**config.mk**
```make
export PLATFORM = sky130hd
export DESIGN_NAME = interrupt_priority_masking
export DESIGN_NICKNAME = d
export VERILOG_FILES = /design/src/inc/irq_mask_pkg.sv /design/src/hw/interrupt_priority_masking.sv
export SDC_FILE = /design/constraint.sdc
export NUM_CORES = 1
export LEC_CHECK = 0
export BUFFER_PORTS_ARGS = -buffer_cell sky130_fd_sc_hd__buf_2
export CAP_MARGIN = 30
export CORE_MARGIN = 5
export CORE_UTILIZATION = 57
export DETAILED_ROUTE_END_ITERATION = 12
export PLACE_DENSITY = 0.8
export SLEW_MARGIN = 30
export SYNTH_ARGS = -nofsm -noshare
export SYNTH_HDL_FRONTEND = slang
export SYNTH_SLANG_ARGS = --single-unit
```
**constraint.sdc**
```tcl
create_clock -name clk_i -period 13.05 [get_ports clk_i]
set_input_delay 1.305 -clock clk_i [delete_from_list [all_inputs] [get_ports clk_i]]
set_output_delay 1.305 -clock clk_i [all_outputs]
set_load 0.1 [all_outputs]
```
**src/inc/irq_mask_pkg.sv**
```systemverilog
// Package: constants and carrier types for the interrupt priority masking block
package irq_mask_pkg;

  // ****************************************************************
  // Sizes
  // ****************************************************************
  localparam int unsigned NUM_SRC     = 8;
  localparam int unsigned SRC_IDX_W   = 3;
  localparam int unsigned PRIO_W      = 3;
  localparam int unsigned LEVEL_W     = 4;
  localparam int unsigned NUM_TRAP    = 8;
  localparam int unsigned BLOCK_CNT_W = 14;

  // ****************************************************************
  // Field positions and values
  // ****************************************************************
  localparam int unsigned     IPL_LSB         = 5;
  localparam int unsigned     IPL_MSB         = 7;
  localparam logic [2:0]      IPL_RESET       = 3'h0;
  localparam logic [2:0]      PRIO_RESET      = 3'h4;
  localparam logic [2:0]      PRIO_OFF        = 3'h0;
  localparam logic [2:0]      PRIO_MAX_BLOCK  = 3'h6;
  localparam logic [3:0]      TRAP_BASE_LEVEL = 4'h8;
  localparam logic [13:0]     BLOCK_CNT_RESET = 14'h0000;

  // ****************************************************************
  // Carriers
  // ****************************************************************
  typedef struct packed {
    logic       valid;
    logic [7:0] data;
  } status_wr_t;

  typedef struct packed {
    logic                 valid;
    logic [SRC_IDX_W-1:0] idx;
    logic [PRIO_W-1:0]    prio;
  } prio_wr_t;

  typedef struct packed {
    logic                   valid;
    logic [BLOCK_CNT_W-1:0] count;
  } block_cmd_t;

  typedef struct packed {
    logic                 valid;
    logic                 trap;
    logic [LEVEL_W-1:0]   level;
    logic [SRC_IDX_W-1:0] idx;
  } irq_req_t;

endpackage : irq_mask_pkg

```
**src/hw/interrupt_priority_masking.sv**
```systemverilog
// Interrupt priority masking: decides which trap or user request reaches the core
// Behaviour
// - Restored status word restores earlier level.
// - Level masking affects user priorities 1 to 7 only.
// - Traps 8 to 15 always presented.
// - Timed block hides priorities 1-6 temporarily.
// - Priority 7 passes during timed block.
// - Source priorities reset to 4.
// - Priority code 000 never presented.
`timescale 1ns/1ps
module interrupt_priority_masking
  import irq_mask_pkg::*;
(
  input  wire logic                 clk_i,
  input  wire logic                 reset_i,
  input  wire status_wr_t           status_wr_i,
  input  wire prio_wr_t             prio_wr_i,
  input  wire block_cmd_t           block_cmd_i,
  input  wire logic [NUM_SRC-1:0]   irq_i,
  input  wire logic [NUM_TRAP-1:0]  trap_i,
  output logic [2:0]                cpu_level_o,
  output logic                      block_active_o,
  output irq_req_t                  req_o
);

  // ****************************************************************
  // State
  // ****************************************************************
  typedef struct packed {
    logic [2:0]                      ipl;
    logic [NUM_SRC-1:0][PRIO_W-1:0]  prio;
    logic [BLOCK_CNT_W-1:0]          block_cnt;
    logic                            block_on;
    irq_req_t                        req;
  } state_t;

  state_t st_r;
  state_t st_nxt;

  logic [NUM_SRC-1:0] elig;

  // Terms used only by the checks; they leave out the timed block or the level on purpose
  logic [NUM_SRC-1:0] seven_src;
  logic [NUM_SRC-1:0] open_src;

  // ****************************************************************
  // Per-source eligibility
  // ****************************************************************
  genvar g;
  generate
    for (g = 0; g < NUM_SRC; g++) begin : g_src
      always_comb begin
        elig[g] = irq_i[g]
                  && (st_r.prio[g] != PRIO_OFF)
                  && (st_r.prio[g] > st_r.ipl)
                  && !(st_r.block_on && (st_r.prio[g] <= PRIO_MAX_BLOCK));
        seven_src[g] = irq_i[g] && (st_r.prio[g] == 3'h7);
        open_src[g]  = irq_i[g] && (st_r.prio[g] > st_r.ipl);
      end
    end
  endgenerate

  // ****************************************************************
  // Next state
  // ****************************************************************
  always_comb begin
    logic [PRIO_W-1:0] best_p;
    best_p = PRIO_OFF;
    st_nxt = st_r;
    // A write of the status low byte covers both the raise and the restore
    if (status_wr_i.valid) begin
      st_nxt.ipl = status_wr_i.data[IPL_MSB:IPL_LSB];
    end
    if (prio_wr_i.valid) begin
      st_nxt.prio[prio_wr_i.idx] = prio_wr_i.prio;
    end
    // A new timed block restarts the count; it ends by itself at zero
    if (block_cmd_i.valid) begin
      st_nxt.block_on  = 1'b1;
      st_nxt.block_cnt = block_cmd_i.count;
    end else if (st_r.block_on) begin
      if (st_r.block_cnt == BLOCK_CNT_RESET) begin
        st_nxt.block_on = 1'b0;
      end else begin
        st_nxt.block_cnt = st_r.block_cnt - 14'h0001;
      end
    end
    st_nxt.req = '0;
    // Traps win over any user source and ignore level and timed block
    if (trap_i != '0) begin
      for (int i = 0; i < NUM_TRAP; i++) begin
        if (trap_i[i]) begin
          st_nxt.req.valid = 1'b1;
          st_nxt.req.trap  = 1'b1;
          st_nxt.req.level = TRAP_BASE_LEVEL + LEVEL_W'(i);
          st_nxt.req.idx   = SRC_IDX_W'(i);
        end
      end
    end else begin
      // Highest priority wins; ties go to the lowest index
      for (int i = 0; i < NUM_SRC; i++) begin
        if (elig[i] && (st_r.prio[i] > best_p)) begin
          best_p           = st_r.prio[i];
          st_nxt.req.valid = 1'b1;
          st_nxt.req.level = {1'b0, st_r.prio[i]};
          st_nxt.req.idx   = SRC_IDX_W'(i);
        end
      end
    end
    if (reset_i) begin
      st_nxt.ipl       = IPL_RESET;
      st_nxt.prio      = {NUM_SRC{PRIO_RESET}};
      st_nxt.block_cnt = BLOCK_CNT_RESET;
      st_nxt.block_on  = 1'b0;
      st_nxt.req       = '0;
    end
  end

  always_ff @(posedge clk_i) begin
    st_r <= st_nxt;
  end

  assign cpu_level_o    = st_r.ipl;
  assign block_active_o = st_r.block_on;
  assign req_o          = st_r.req;
endmodule : interrupt_priority_masking

```
==> flow_metrics.tcl <==
set metrics [dict create \
    min_from "cpu_level_o[1]$_SDFFE_PP0P_" \
    via_count 3734 \
    ff_latch_area_um2 1001 \
    fin_setup_tns_ns 0 \
    htree_levels 2 \
    io_buffers 56 \
    dp.cells 632 \
    fin_util 0.6438 \
    synthArstFlopShare 0 \
    vias_per_cell 5.834 \
    fillers 589 \
    hp-class "flip-flop to flip-flop" \
    post_route_cells_drive_above_1_share 0.1691 \
    max_freq_mhz 82.88 \
    chipWidth_um 94.06 \
    grt_max_degree 49 \
    antenna_left 0 \
    max-vdd-ir-drop_uv 80.96 \
    placed_area_um2 4282 \
    cts-buffers-inserted 5 \
    ys.flop_type "dfxtp_1" \
    initialDrtViolationCount 209 \
    finalCriticalPeriod_ns 12.07 \
    firstDrtPassIters 4 \
    cts_tree "done" \
    fin_crit_sh 0.9246 \
    synth_edf_count 0 \
    avgSynthCellArea_um2 7.944 \
    hold_buffers 0 \
    synth.net_count 594 \
    critPathSlowestCell "or4_1" \
    grt_pass1_wl_um 16260 \
    design_area_um2 4398 \
    status "finished, final reports clean" \
    critPathCaptureType "flip-flop" \
    wl_per_cell_um 14.97 \
    cts_setup_buffers 0 \
    core_um2 6832 \
    die_y_um 94.06 \
    arrival_ns 12.29 \
    crit_type "flip-flop to flip-flop" \
    syn_to_final_growth_pct 9.195 \
    drv_slew 0 \
    gp_congestion 0.8441 \
    critPathMostFrequentCell "ha_1" \
    fin_cells 640 \
    grt_usage 0.2263 \
    drv_cap 0 \
    drt-total-wl_um 9580 \
    antenna_found_initial 0 \
    cp_data_required_time_ns 13.28 \
    hpwl_um 7253 \
    drc_errors 0 \
    ys_warn_count 0 \
    clkTransAtPathRegs_ns 0.10 \
    netlist_area_um2 4028 \
    final_common_cell "nor2_1" \
    slew_headroom 0.4212 \
    max_stage_delay_ns 0.65 \
    skew_ns 0.008069 \
    antenna_cells 0 \
    dieArea_um2 8847 \
    cts_resized 0 \
    power_density_nw_per_um2 95.79 \
    setup_viol_count_final 0 \
    cts_sinks 50 \
    tightest_slew_ns 0.8682 \
    pin_count 62 \
    critPathLaunchType "flip-flop" \
    fin_nets 630 \
    multi_input_area_um2 2745 \
    grt_setup_unrepaired "false" \
    final_hold_viol_count 0 \
    clk_latency_ns 0.31 \
    whs_ns 0.5292 \
    synth-seq-cells 50 \
    num_rows 30 \
    synthCells 507 \
    first_global_vias 3543 \
    cts_buffer_depth 2 \
    final_cell_mix "73 x nor2_1, 56 x buf_2, 50 x dfxtp_1, 40 x nand2_1, 38 x ha_1" \
    start_util 0.5896 \
    grt_overflow_total 0 \
    seq_area_frac_synth 0.2485 \
    synthDistinctLibCells 74 \
    timing.critical_path.fanout_max 10 \
    r2r-start "cpu_level_o[2]$_SDFFE_PP0P_" \
    startpoint "cpu_level_o[2]$_SDFFE_PP0P_" \
    p_leak_nw 1.825 \
    cts_root_buf "clkbuf_8" \
]
-- through the flow --
step	setup slack, ns	power [mW]
floorplan	2.056	0.2825
global placement	0.9901	0.3062
detailed placement	0.8299	0.3107
CTS	0.9892	0.4223
global route	0.02708	0.4493
finish	0.9838	0.4213
-- synthesized netlist by cell type, types with 6 or more instances --
cell / instances / area [um2]
nor4_1: 6 / 37.54
nand3_1: 19 / 95.09
buf_4: 12 / 90.09
ha_1: 38 / 475.5
nor3_1: 9 / 45.04
a211o_1: 7 / 61.31
clkbuf_1: 15 / 56.30
o21ai_0: 19 / 95.09
nor2b_1: 10 / 62.56
and2_1: 9 / 56.30
dfxtp_1: 50 / 1001
nor2_1: 73 / 274.0
nand2_1: 40 / 150.1
a21oi_1: 34 / 170.2
inv_1: 32 / 120.1
xnor2_1: 7 / 61.31
mux2i_1: 22 / 220.2
-- worst max-delay path: cells and delay by family (launching register included) --
family,cells,cell delay (ns)
simple gates,22,3.78
compound gates,18,3.69
fa+ha+maj,10,2.99
mux,2,0.64
buf+inv,3,0.54
flops,1,0.33
-- flip-flops by register name, indices dropped and copies added (netlist names) --
| name | count |
|---|---|
| req_o | 8 |
| block_active_o | 1 |
| st_r | 38 |
| cpu_level_o | 3 |
-- report_power, final --
part           total (mW)  switching, mW  leakage, nW  internal (mW)
logic               0.141         0.0886         1.35         0.0528
registers           0.167        0.00705        0.411          0.160
clock network       0.113         0.0543       0.0591         0.0585
total               0.421          0.150         1.82          0.271
-- cell type report --
class / count / area share
flip-flops and latches: 50 / 0.2276
clock buffers: 5 / 0.01565
multi-input cells: 396 / 0.6242
inverters: 32 / 0.02731
clock inverters: 3 / 0.01081
repair buffers: 58 / 0.06714
well taps: 96 / 0.02731
-- final timing paths --
kind / end / slack, ns / depth (start not counted)
worst max-delay path: req_o[2]$_SDFF_PP0_ / 0.98 / 55
worst min-delay path: cpu_level_o[1]$_SDFFE_PP0P_ / 0.53 / 2
worst max register to register: req_o[2]$_SDFF_PP0_ / 0.98 / 55
worst min register to register: cpu_level_o[1]$_SDFFE_PP0P_ / 0.53 / 2
-- cell families (layout without fill, tap and decap cells) --
family                     count (synthesis)  after routing  share of synthesized area
AOI/OAI and AO/OA                        129            129                     0.2370
xor gates and xnor gates                  10             10                    0.02175
adders and majority gates                 41             41                     0.1258
buffers and inverters                     61             98                    0.06990
DFF                                       50             50                     0.2485
muxes                                     24             24                    0.06213
and+or+nand+nor                          192            192                     0.2349
-- layer usage --
layer,vias to the layer above,GRT usage,part of all wire
li1,1882,-,-
met2,92,0.3820,0.48
met1,1746,0.3029,0.46
met3,14,0.03926,0.052
met5,-,0,0
met4,0,0.04452,0.010
Note: power is estimated with default switching activity, not from simulation.
